[src/hw/fuse_config_pkg.sv]
// package: register map, fuse field layout and decode constants for the fuse decoder
package fuse_config_pkg;
    localparam int          fuse_count          = 32;
    localparam logic [31:0] fuse_shipped        = 32'hFFF7FFFF;
    localparam logic [31:0] fuse_erased         = 32'hFFFFFFFF;
    // register byte offsets
    localparam logic [7:0]  off_fuse_low        = 8'h10;
    localparam logic [7:0]  off_fuse_ctrl       = 8'h00;
    localparam logic [7:0]  off_status          = 8'h04;
    localparam logic [7:0]  off_serial_0        = 8'h20;
    localparam logic [7:0]  off_serial_3        = 8'h2C;
    localparam logic [7:0]  off_boot_cfg_0      = 8'h30;
    localparam logic [7:0]  off_boot_cfg_1      = 8'h34;
    // fuse field positions
    localparam int          pos_lock            = 0;
    localparam int          pos_priv_fetch      = 16;
    localparam int          pos_boot_prot       = 17;
    localparam int          pos_level           = 20;
    localparam int          pos_hyst            = 26;
    localparam int          pos_enable          = 27;
    localparam int          pos_reserved        = 29;
    // brownout enable codes
    localparam logic [1:0]  bod_off_0           = 2'h0;
    localparam logic [1:0]  bod_with_reset      = 2'h1;
    localparam logic [1:0]  bod_no_reset        = 2'h2;
    localparam logic [1:0]  bod_off_3           = 2'h3;
    localparam logic [5:0]  level_lowest        = 6'h3F;
    localparam logic [2:0]  boot_prot_8k        = 3'h3;
    localparam logic [1:0]  resp_okay           = 2'h0;
    localparam logic [1:0]  resp_slverr         = 2'h2;
    // control register bits
    localparam int          ctrl_chip_erase     = 0;
    localparam logic [7:0]  ctrl_key            = 8'hA5;
    localparam int          ctrl_key_pos        = 8;

    typedef struct packed {
        logic       brownout_enable;
        logic       brownout_reset_enable;
        logic       brownout_hysteresis;
        logic [5:0] brownout_trigger_level;
        logic [2:0] boot_protect_size;
        logic       priv_fetch_unlocked;
        logic [15:0] region_locked;
    } fuse_decode_t;
endpackage : fuse_config_pkg

[src/hw/fuse_config_decode.sv]
// fuse holding register, field decoder and axi4-lite register slave
//
// Decided for this implementation: the address map and register access over AXI4-Lite.
`timescale 1ns/100ps
`default_nettype none

// Operation
// - thirty-two fuse bits readable in fuse low register
// - test-port chip erase sets every fuse bit
// - enable field: 1 reset, 2 no-reset, else off
// - hysteresis fuse one enables detector hysteresis
// - six-bit level passed through; all ones lowest
// - reset-enabled detector above supply holds reset
// - shipped pattern FFF7FFFF, bit nineteen cleared
// - boot code 011 protects eight kilobytes
// - privileged fetch fuse one leaves fetch unlocked
// - lock fuse one leaves its region unlocked
// - bits 31 to 29 reserved but readable
// - 120-bit serial number readable from factory page
// - two bootloader words held in user page
// - programmed fuse reads zero, erased reads one
module fuse_config_decode #(
    parameter logic [119:0] serial_number = 120'h0,        // arbitrary value
    parameter logic [31:0]  boot_word_0   = 32'hFFFFFFFF,  // arbitrary value
    parameter logic [31:0]  boot_word_1   = 32'hFFFFFFFF   // arbitrary value
) (
    input  wire logic                          clock,
    input  wire logic                          reset,
    input  wire logic [31:0]                   fuse_array,
    input  wire logic                          test_chip_erase,
    input  wire logic                          level_above_supply,
    output logic                               hold_in_reset,
    output fuse_config_pkg::fuse_decode_t      decode,
    output logic [12:0]                        boot_protect_bytes,
    input  wire logic [7:0]                    s_axi_awaddr,
    input  wire logic                          s_axi_awvalid,
    output logic                               s_axi_awready,
    input  wire logic [31:0]                   s_axi_wdata,
    input  wire logic [3:0]                    s_axi_wstrb,
    input  wire logic                          s_axi_wvalid,
    output logic                               s_axi_wready,
    output logic [1:0]                         s_axi_bresp,
    output logic                               s_axi_bvalid,
    input  wire logic                          s_axi_bready,
    input  wire logic [7:0]                    s_axi_araddr,
    input  wire logic                          s_axi_arvalid,
    output logic                               s_axi_arready,
    output logic [31:0]                        s_axi_rdata,
    output logic [1:0]                         s_axi_rresp,
    output logic                               s_axi_rvalid,
    input  wire logic                          s_axi_rready
);
    // two-flop synchronisers for pin-level inputs; first stage read only by second
    logic [31:0] fuse_meta_reg,  fuse_sync_reg;
    logic        erase_meta_reg, erase_sync_reg;
    logic        above_meta_reg, above_sync_reg;

    always_ff @(posedge clock) begin
        fuse_meta_reg  <= fuse_array;
        fuse_sync_reg  <= fuse_meta_reg;
        erase_meta_reg <= test_chip_erase;
        erase_sync_reg <= erase_meta_reg;
        above_meta_reg <= level_above_supply;
        above_sync_reg <= above_meta_reg;
    end

    // fuse image and decoded fields
    logic [31:0]                   fuse_reg,   fuse_next;
    fuse_config_pkg::fuse_decode_t decode_reg, decode_next;
    logic                          sw_erase;

    always_comb begin
        fuse_next = fuse_reg;
        if (reset) begin
            fuse_next = fuse_sync_reg;
        end else if (erase_sync_reg || sw_erase) begin
            fuse_next = fuse_config_pkg::fuse_erased;
        end
    end

    // decode tracks the image; only changes after reset come from an erase
    always_comb begin
        logic [1:0] en;
        en = fuse_reg[fuse_config_pkg::pos_enable +: 2];
        case (en)
            fuse_config_pkg::bod_with_reset: begin
                decode_next.brownout_enable       = 1'b1;
                decode_next.brownout_reset_enable = 1'b1;
            end
            fuse_config_pkg::bod_no_reset: begin
                decode_next.brownout_enable       = 1'b1;
                decode_next.brownout_reset_enable = 1'b0;
            end
            default: begin
                decode_next.brownout_enable       = 1'b0;
                decode_next.brownout_reset_enable = 1'b0;
            end
        endcase
        decode_next.brownout_hysteresis    = fuse_reg[fuse_config_pkg::pos_hyst];
        decode_next.brownout_trigger_level = fuse_reg[fuse_config_pkg::pos_level +: 6];
        decode_next.boot_protect_size      = fuse_reg[fuse_config_pkg::pos_boot_prot +: 3];
        decode_next.priv_fetch_unlocked    = fuse_reg[fuse_config_pkg::pos_priv_fetch];
        decode_next.region_locked          = ~fuse_reg[fuse_config_pkg::pos_lock +: 16];
    end

    always_ff @(posedge clock) begin
        fuse_reg   <= fuse_next;
        decode_reg <= decode_next;
    end

    assign decode = decode_reg;
    // all-ones level is below any supply, so it never asserts above_supply
    assign hold_in_reset = decode_reg.brownout_reset_enable && above_sync_reg;

    // protected size: 2^(6-code) kB for codes 0 to 6 (011 gives 8 kB), code 111 gives 0; a shift keeps it one line
    always_comb begin
        boot_protect_bytes = 13'h0000;
        if (decode_reg.boot_protect_size != 3'h7) begin
            boot_protect_bytes = 13'(13'h0040 >> decode_reg.boot_protect_size);
        end
    end

    // axi4-lite write channel: address and data taken in either order
    logic       aw_held_reg, aw_held_next;
    logic       w_held_reg,  w_held_next;
    logic [7:0] aw_addr_reg, aw_addr_next;
    logic [31:0] w_data_reg, w_data_next;
    logic [3:0] w_strb_reg,  w_strb_next;
    logic       bvalid_reg,  bvalid_next;
    logic [1:0] bresp_reg,   bresp_next;
    logic       wr_fire;

    assign s_axi_awready = !aw_held_reg && !bvalid_reg;
    assign s_axi_wready  = !w_held_reg && !bvalid_reg;
    assign wr_fire       = aw_held_reg && w_held_reg && !bvalid_reg;
    // erase command needs the key, stops a stray write from wiping the fuses
    assign sw_erase = wr_fire && (aw_addr_reg == fuse_config_pkg::off_fuse_ctrl)
        && w_strb_reg[0] && w_strb_reg[1] && w_data_reg[fuse_config_pkg::ctrl_chip_erase]
        && (w_data_reg[fuse_config_pkg::ctrl_key_pos +: 8] == fuse_config_pkg::ctrl_key);

    always_comb begin
        aw_held_next = aw_held_reg;
        w_held_next  = w_held_reg;
        aw_addr_next = aw_addr_reg;
        w_data_next  = w_data_reg;
        w_strb_next  = w_strb_reg;
        bvalid_next  = bvalid_reg;
        bresp_next   = bresp_reg;
        if (s_axi_awvalid && s_axi_awready) begin
            aw_held_next = 1'b1;
            aw_addr_next = s_axi_awaddr;
        end
        if (s_axi_wvalid && s_axi_wready) begin
            w_held_next = 1'b1;
            w_data_next = s_axi_wdata;
            w_strb_next = s_axi_wstrb;
        end
        if (wr_fire) begin
            aw_held_next = 1'b0;
            w_held_next  = 1'b0;
            bvalid_next  = 1'b1;
            bresp_next   = (aw_addr_reg == fuse_config_pkg::off_fuse_ctrl)
                         ? fuse_config_pkg::resp_okay : fuse_config_pkg::resp_slverr;
        end else if (bvalid_reg && s_axi_bready) begin
            bvalid_next = 1'b0;
        end
        if (reset) begin
            aw_held_next = 1'b0;
            w_held_next  = 1'b0;
            aw_addr_next = 8'h00;
            w_data_next  = 32'h00000000;
            w_strb_next  = 4'h0;
            bvalid_next  = 1'b0;
            bresp_next   = fuse_config_pkg::resp_okay;
        end
    end

    always_ff @(posedge clock) begin
        aw_held_reg <= aw_held_next;
        w_held_reg  <= w_held_next;
        aw_addr_reg <= aw_addr_next;
        w_data_reg  <= w_data_next;
        w_strb_reg  <= w_strb_next;
        bvalid_reg  <= bvalid_next;
        bresp_reg   <= bresp_next;
    end

    assign s_axi_bvalid = bvalid_reg;
    assign s_axi_bresp  = bresp_reg;

    // axi4-lite read channel
    logic        rvalid_reg, rvalid_next;
    logic [31:0] rdata_reg,  rdata_next;
    logic [1:0]  rresp_reg,  rresp_next;
    logic [31:0] status_word;

    assign s_axi_arready = !rvalid_reg;
    assign status_word   = {26'h0000000, hold_in_reset, decode_reg.priv_fetch_unlocked,
                            decode_reg.brownout_hysteresis, decode_reg.brownout_reset_enable,
                            decode_reg.brownout_enable, above_sync_reg};

    always_comb begin
        rvalid_next = rvalid_reg;
        rdata_next  = rdata_reg;
        rresp_next  = rresp_reg;
        if (s_axi_arvalid && s_axi_arready) begin
            rvalid_next = 1'b1;
            rresp_next  = fuse_config_pkg::resp_okay;
            case (s_axi_araddr)
                // reserved bits 31..29 read back raw; erased fuse reads one
                fuse_config_pkg::off_fuse_low:   rdata_next = fuse_reg;
                fuse_config_pkg::off_status:     rdata_next = status_word;
                fuse_config_pkg::off_fuse_ctrl:  rdata_next = 32'h00000000;
                fuse_config_pkg::off_serial_0:   rdata_next = serial_number[31:0];
                8'h24:                           rdata_next = serial_number[63:32];
                8'h28:                           rdata_next = serial_number[95:64];
                fuse_config_pkg::off_serial_3:   rdata_next = {8'h00, serial_number[119:96]};
                fuse_config_pkg::off_boot_cfg_0: rdata_next = boot_word_0;
                fuse_config_pkg::off_boot_cfg_1: rdata_next = boot_word_1;
                default: begin
                    rdata_next = 32'h00000000;
                    rresp_next = fuse_config_pkg::resp_slverr;
                end
            endcase
        end else if (rvalid_reg && s_axi_rready) begin
            rvalid_next = 1'b0;
        end
        if (reset) begin
            rvalid_next = 1'b0;
            rdata_next  = 32'h00000000;
            rresp_next  = fuse_config_pkg::resp_okay;
        end
    end

    always_ff @(posedge clock) begin
        rvalid_reg <= rvalid_next;
        rdata_reg  <= rdata_next;
        rresp_reg  <= rresp_next;
    end

    assign s_axi_rvalid = rvalid_reg;
    assign s_axi_rdata  = rdata_reg;
    assign s_axi_rresp  = rresp_reg;
endmodule : fuse_config_decode

`default_nettype wire

[config.mk]
export PLATFORM = sky130hd
export DESIGN_NAME = fuse_config_decode
export DESIGN_NICKNAME = d
export VERILOG_FILES = /design/src/hw/fuse_config_pkg.sv /design/src/hw/fuse_config_decode.sv
export SDC_FILE = /design/constraint.sdc
export NUM_CORES = 1
export LEC_CHECK = 0
export BUFFER_PORTS_ARGS = -buffer_cell sky130_fd_sc_hd__buf_2
export CORE_AREA = 2 2 105 107
export CTS_BUF_LIST = sky130_fd_sc_hd__clkbuf_2
export DETAILED_ROUTE_END_ITERATION = 12
export DIE_AREA = 0 0 107 109
export GPL_ROUTABILITY_DRIVEN = 0
export PLACE_DENSITY = 0.91
export SYNTH_ARGS = -nofsm -noshare
export SYNTH_HDL_FRONTEND = slang
export SYNTH_SLANG_ARGS = --single-unit
export TNS_END_PERCENT = 30
[constraint.sdc]
create_clock -name clock -period 3.3 [get_ports clock]
set_input_delay 0.33 -clock clock [delete_from_list [all_inputs] [get_ports clock]]
set_output_delay 0.33 -clock clock [all_outputs]
set_load 0.05 [all_outputs]
; ---- Word level (Yosys, flattened, before mapping)
; Index checks and enable logic that the tools add are counted.
[classes]
n_bitwise = 1
eq_ne = 12
n_mux = 11
n_reduce_logical = 28
n_shift = 1
[ops]
columns = operator, count
row1 = 32-bit one-hot mux with 3 select lines, 1
row2 = 32-bit 2-to-1 mux, 2
row3 = 8-bit by 6-bit equality test with 1-bit output (second input constant), 6
row4 = 8-bit logical NOT, 2
row5 = 16-bit inverter, 1
row6 = 1-bit logical AND, 15
row7 = 13-bit 2-to-1 mux, 1
row8 = 7-bit by 3-bit >> shifter with 13-bit output (first input constant), 1
row9 = 9-bit OR reduction, 1
row10 = 8-bit by 3-bit equality test with 1-bit output (second input constant), 1
row11 = 8-bit by 5-bit equality test with 1-bit output (second input constant), 1
row12 = 8-bit equality test (second input constant), 1
row13 = 2-bit nonzero test, 3
row14 = 1-bit logical NOT, 4
row15 = 1-bit 2-to-1 mux, 4
row16 = 2-bit 2-to-1 mux, 2
row17 = 2-bit one-hot mux with 2 select lines, 1
row18 = 2-bit OR reduction, 2
row19 = 3-bit inequality test (second input constant), 1
row20 = 2-bit by 1-bit equality test with 1-bit output (second input constant), 1
row21 = 2-bit equality test (second input constant), 1
row22 = 1-bit logical OR, 1
[word_totals]
in_bits = 93
ff_bits = 195
wordCells = 77
output_inout_bits = 84

; ---- Depth between registers and ports, before layout
; Gate-level depths: netlist of run 1.
[logic_depth]
ltp_word = 10
ltp_mapped = 5
ltp_nobuf = 4

; ---- Worst setup path after synthesis of run 1
; OpenSTA, ideal clock, no wires.
[synth_timing]
kind = flip-flop to output port
start = register decode_reg, in the netlist decode[18]
end = output port boot_protect_bytes[4]
stages_incl_launch_ff = 2
path_slack_ps = 1040
arrival_ps = 1930
cell_sequence = dfxtp_1 -> nor3b_1
[synth_via]
elab_chain_len = 2
elab_cells_between_ends = 3
cone_classes = eq/ne (1) / shift (1) / mux (1)
[synth_lines]
columns = element, line_no
row1 = start: declaration, fuse_config_decode.sv:69  ; fuse_config_pkg::fuse_decode_t decode_reg, decode_next;
row2 = start signal: assignment, fuse_config_decode.sv:108  ; decode_reg <= decode_next;
row3 = 7-bit by 3-bit >> shifter with 13-bit output / 3-bit inequality test (equally long branches), "fuse_config_decode.sv:119, fuse_config_decode.sv:118"
row4 = 13-bit 2-to-1 mux (*), fuse_config_decode.sv:118  ; if (decode_reg.boot_protect_size != 3'h7) begin
row5 = end: declaration, fuse_config_decode.sv:34  ; output logic [12:0] boot_protect_bytes,
; Mark *: on every way between the ends. The rest lies on a longest branch, timed or not.

; ---- Worst setup path in the final report of run 1
[layout_timing]
start = register decode_reg, in the netlist decode[19]
end = output port boot_protect_bytes[2]
; Same word-level chain as after synthesis.

==> results of run 1 <==
worst max-delay path by stage:
stage | slack [ns] | end
2_1_floorplan | 1.04 | boot_protect_bytes[4]
3_3_place_gp | 1.25 | s_axi_rdata[17]
3_5_place_dp | 1.15 | s_axi_rdata[10]
4_1_cts | 1.19 | boot_protect_bytes[2]
5_1_grt | 1.09 | boot_protect_bytes[2]
6_report | 1.27 | boot_protect_bytes[2]
synthesized netlist by cell type, drive strengths merged:
cell type / count
a21oi: 50
a221oi: 6
a22oi: 6
a311oi: 1
a31oi: 1
and2: 3
and3b: 3
buf: 14
clkbuf: 15
conb: 1
dfxtp: 154
edfxtp: 32
ha: 1
inv: 22
nand2: 55
nand2b: 36
nand3: 1
nand3b: 1
nand4: 1
nand4b: 2
nor2: 37
nor2b: 1
nor3: 28
nor3b: 3
nor4: 4
o21ai: 3
o21bai: 1
or2: 1
or4: 1
or4b: 1
xnor2: 1
cell families after synthesis:
| family | after synthesis | share of synthesized area |
|---|---|---|
| AOI/OAI and AO/OA | 68 | 0.07004 |
| xor gates and xnor gates | 1 | 0.001532 |
| adders and majority gates | 1 | 0.002188 |
| buffers and inverters | 51 | 0.04399 |
| DFF | 186 | 0.7074 |
| other | 1 | 0.0006560 |
| and+or+nand+nor | 178 | 0.1742 |
power breakdown:
part           leakage (uW)  total [uW]  switching (uW)  internal, uW
Sequential          0.00158        2520            60.7          2450
Clock              0.000160        1200             812           387
Combinational       0.00154         583             400           183
layer usage:
metal / global-route usage / wire, um / vias up
met2: 0.3967 / 6603 / 172
li1: - / - / 2025
met3: 0.06455 / 711 / 45
met5: 0 / 0 / -
met4: 0.1410 / 499 / 0
met1: 0.2374 / 4820 / 1909
worst reg2reg max path: stages (launching register included):
cell and delay, ns:
dfxtp_1 0.42, inv_1 0.06, nor3_1 0.40, nand4_1 0.15
nand2_1 0.09, buf_4 0.40
layout make-up:
class / count / area, um^2 / area share
inverter: 22 / 82.58 / 0.01116
sequential: 186 / 4044 / 0.5467
timing repair buffer: 209 / 1371 / 0.1854
antenna: 4 / 10.01 / 0.001353
multi-input combinational: 256 / 1450 / 0.1960
tap: 140 / 175.2 / 0.02368
clock inverter: 15 / 178.9 / 0.02419
clock buffer: 17 / 85.08 / 0.01150
stage by stage:
step	cells	total power [uW]	utilization	cell area, um^2
global route	847	4476	0.6972	7392
global placement	750	3052	0.6123	6492
floorplan	493	2933	-	5743
detailed placement	750	3076	0.6123	6492
CTS	845	4320	0.6967	7387
finish	849	4297	0.6977	7397
cell usage in the layout, fill, tap and decap left out, drive strengths merged:
cell | Yosys | final
a21oi | 50 | 50
a221oi | 6 | 6
a22oi | 6 | 6
a311oi | 1 | 1
a31oi | 1 | 1
and2 | 3 | 3
and3b | 3 | 3
buf | 14 | 146
bufinv | 0 | 2
clkbuf | 15 | 17
clkinv | 0 | 3
conb | 1 | 8
dfxtp | 154 | 154
diode | 0 | 4
dlygate4sd3 | 0 | 63
edfxtp | 32 | 32
ha | 1 | 1
inv | 22 | 32
nand2 | 55 | 55
nand2b | 36 | 36
nand3 | 1 | 1
nand3b | 1 | 1
nand4 | 1 | 1
nand4b | 2 | 2
nor2 | 37 | 37
nor2b | 1 | 1
nor3 | 28 | 28
nor3b | 3 | 3
nor4 | 4 | 4
o21ai | 3 | 3
o21bai | 1 | 1
or2 | 1 | 1
or4 | 1 | 1
or4b | 1 | 1
xnor2 | 1 | 1
timing repair:
item | CTS | global route
endpoints found under the hold margin | 59 | 0
hold buffers | 63 | 0
resized for setup | 0 | 0
==> results.yml, run 1 <==
status:
  status: "finished, final reports clean"
clock_tree:
  cts-root-buf: "clkbuf_2"
  clkSlewWorstSetupHoldPaths_ns: 0.25
  cts_tree: "yes"
  cts_num_sinks: 186
  cts_setup_buffers: 0
  cts_inserted_buffers: 17
  cts_buffer_depth: 2
  clock_latency_ns: 0.72
  htreeDepth: 4
min_path:
  min_from: "s_axi_awvalid"
  hold_depth: 3
  whs_endpoint: "aw_held_reg"
  min_path_type: "input pin to register"
critical_path:
  slowest_stage: "dfxtp_1"
  path_delay_family: "flip-flops"
  crit_type: "register to output port"
  arrival_ns: 1.70
  r2r_end: "fuse_reg[8]"
  path_depth: 2
  required_ns: 2.97
  cpPeakStageDelay_ns: 0.49
  worst-path-buf-inv: 1
  critPathLaunch: "decode[19]"
  worst-r2r-setup-slack_ns: 1.47
  crit_fanout: 8
  reg2reg_from: "w_held_reg"
  end_kind: "output port"
  rr_worst_depth: 5
  worstSetupStartpointType: "register"
  path_cells: "nor3b_1 -> buf_2"
timing:
  report.final.slew_viol_count: 0
  hold_viol: 0
  max_freq_mhz: 492.3
  final.setup.tns_ns: 0
  period_needed_ns: 2.031
  finClkSkew_ns: 0.02755
  setup_violations: 0
  fin_hold_ws_ns: 0.07395
  slew_headroom: 0.3516
  setup_ws_ns: 1.269
  finalCritPeriodShare: 0.6155
  rsz0062_at_grt: "no"
  tightestPinTransition_ns: 0.9638
floorplanning:
  die-area_um2: 11660
  design.core.area_um2: 10600
  die-height_um: 109
  start_util: 0.5392
  boundaryPins: 177
  std_cell_rows: 38
  die_x_um: 107
finish:
  final_layout_size_suffix_gt1_frac: 0.2908
  area_growth_pct: 29.39
  fin_nets: 786
  nFillCells: 763
synth:
  ys_seq_area_frac: 0.7074
  postSynthAreaPerCell_um2: 11.76
  yosys.cell_types.count: 38
  synth-seq-cells: 186
  synth_top_cell_by_area: "dfxtp_1"
  synthTopCellsByArea: "dfxtp_1 (54%), edfxtp_1 (17%), a21oi_1 (4.3%)"
  synth_top_area_frac: 0.5393
  synthCells: 486
  yosysWarnings: 0
  syn_area_um2: 5717
drt:
  viasPerCell: 4.889
  wl_per_cell_um: 14.88
  drc: 0
  dr_total_vias: 4151
  drtIter0Drc: 212
  first_pass_iters: 5
  detail_route.wirelength_um: 12640
  ant_nets: 0
power_and_ir_drop:
  irDropWorstVdd_uv: 444.5
  power.density_nw_per_um2: 581.0
  p_leak_uw: 0.003283
place:
  dp_hpwl_um: 7721
  port_buffers: 143
  detailedPlace.worstSlack_ns: 1.150
global_routing:
  antenna_found_initial: 2
  grt_max_degree: 51
  grtUsageTotal: 0.2250
  grt_pass1_wl_um: 19550
  grt-ovfl-total: 0
  grt_pass1_vias: 4119
flow_run:
  cap_violations: 0
Note: power is estimated with default switching activity, not from simulation.
==> run 2: changes to the inputs <==
CORE_AREA = 2 2 108 110   (was 2 2 105 107)
DIE_AREA = 0 0 110 112   (was 0 0 107 109)
PLACE_DENSITY = 0.87   (was 0.91)
clock period = 1.9 ns   (was 3.3 ns; I/O delays follow)
==> results.yml, run 2 (synthesis results as in run 1) <==
drt:
  ant_nets: 0
  viasPerCell: 4.931
  wl_per_cell_um: 15.36
  drc: 0
  detail_route.wirelength_um: 13380
  first_pass_iters: 5
  dr_total_vias: 4295
  drtIter0Drc: 236
power_and_ir_drop:
  power.density_nw_per_um2: 997.2
  pwr-share-comb: 0.142
  p_seq_frac: 0.566
  p_int_uw: 5640
  swShare: 0.2685
  clkPwrFrac: 0.292
  switchingPower_uw: 2070
  power.total_uw: 7709
  p_leak_uw: 0.003372
  irDropWorstVdd_uv: 596.8
critical_path:
  r2r_end: "w_data_reg[12]"
  required_ns: 2.53
  worst-r2r-setup-slack_ns: 0.07
  worstSetupStartpointType: "register"
  end_kind: "register"
  arrival_ns: 2.47
  crit_type: "register to register"
  crit_fanout: 11
  rr_worst_depth: 5
  reg2reg_from: "s_axi_bvalid"
place:
  port_buffers: 143
  dp_hpwl_um: 7474
  detailedPlace.worstSlack_ns: 0.1856
timing:
  finClkSkew_ns: 0.03871
  report.final.slew_viol_count: 0
  setup_violations: 0
  period_needed_ns: 1.834
  rsz0062_at_grt: "yes"
  max_freq_mhz: 545.4
  setup_ws_ns: 0.06639
  finalCritPeriodShare: 0.9651
  hold_viol: 0
finish:
  final_cell_mix: "dfxtp_1 (151), buf_2 (137), dlygate4sd3_1 (82), nand2_1 (54), a21oi_1 (49)"
  fin_nets: 809
  final_common_cell: "dfxtp_1"
  area_growth_pct: 35.24
  final_layout_size_suffix_gt1_frac: 0.2995
  antenna-diode-count: 0
  nFillCells: 774
clock_tree:
  htreeDepth: 4
  cts-root-buf: "clkbuf_2"
  cts_num_sinks: 186
  cts_tree: "yes"
  cts_inserted_buffers: 17
  cts_buffer_depth: 2
  clock_latency_ns: 0.69
  clkSlewWorstSetupHoldPaths_ns: 0.26
floorplanning:
  std_cell_rows: 39
  start_util: 0.5116
  die-area_um2: 12320
  boundaryPins: 177
  design.core.area_um2: 11170
  die-height_um: 112
  die_x_um: 110
flow_run:
  cap_violations: 0
min_path:
  hold_depth: 5
  min_path_type: "input pin to register"
  min_from: "s_axi_araddr[6]"
  whs_endpoint: "s_axi_rdata[8]"
status:
  status: "finished, final reports clean"
global_routing:
  antenna_found_initial: 0
  grtUsageTotal: 0.2174
  grt_pass1_vias: 4344
  grt-ovfl-total: 0
  grt_max_degree: 36
  grt_pass1_wl_um: 20240
==> run 2: changes by cell type in the layout (fill, tap and decap cells not counted), sizes merged <==
cell,previous run,this run
buf,146,149
inv,32,23
clkinvlp,0,4
dlygate4sd3,63,82
diode,4,0
clkbuf,17,21
clkinv,3,2
bufinv,2,5
==> run 2: metrics by stage <==
stage	hold WS (ns)	setup TNS (ns)	cell area, um^2	cells	utilization
finish	0.07243	0	7731	871	0.6919
CTS	0.01482	0	7705	871	0.6895
floorplan	0.2177	-2.802	5746	493	-
global placement	0.2928	0	6579	757	0.5887
detailed placement	0.2936	0	6579	757	0.5887
global route	0.02616	-0.02734	7731	871	0.6919
==> run 2: worst max-delay path by stage <==
stage / start / end / slack, ns / cells past startpoint
after global placement: s_axi_araddr[1] / s_axi_rdata[26] / 0.26 / 5
after floorplan: decode[18] / boot_protect_bytes[4] / -0.22 / 1
final: s_axi_bvalid / w_data_reg[12] / 0.07 / 5
after CTS: decode[19] / boot_protect_bytes[2] / 0.01 / 2
after global routing: s_axi_bvalid / s_axi_wready / -0.02 / 2
after detailed placement: s_axi_araddr[1] / s_axi_rdata[30] / 0.19 / 5
==> run 2: critical path, stage by stage (launching register included) <==
cell and delay [ns]:
dfxtp_1 0.44, nor2_2 0.20, and2_4 0.24, nand2_1 0.09, dlygate4sd3_1 0.58, a21oi_1 0.21
==> run 2: area by class of cell <==
| type | instances | area, um^2 | area share |
|---|---|---|---|
| clock buffers | 20 | 100.1 | 0.01295 |
| clock inverters | 12 | 196.4 | 0.02541 |
| inverters | 22 | 82.58 | 0.01068 |
| multi-input cells | 256 | 1469 | 0.1900 |
| flip-flops and latches | 186 | 4050 | 0.5239 |
| well taps | 143 | 178.9 | 0.02314 |
| repair buffers | 232 | 1654 | 0.2140 |
==> run 2: metal layers <==
layer	part of all wire	GRT usage	routed length, um
met2	0.53	0.3967	7135
met1	0.37	0.2271	4974
met3	0.066	0.06030	885
met4	0.029	0.09620	386
met5	0	0	0
==> run 2: power by group through the flow <==
stage               combinational [uW]  clock (uW)  sequential (uW)
floorplan                          380           0             4710
global placement                   897           0             4430
detailed placement                 922           0             4440
CTS                               1060        2300             4360
global route                      1160        2490             4390
finish                            1100        2250             4360
==> run 2: what timing repair did <==
action | in CTS | in global routing
hold endpoints to repair | 82 | 0
gates resized for setup | 4 | 13
hold buffers | 82 | 0
setup endpoints to repair | 3 | 27
setup buffers | 0 | 0
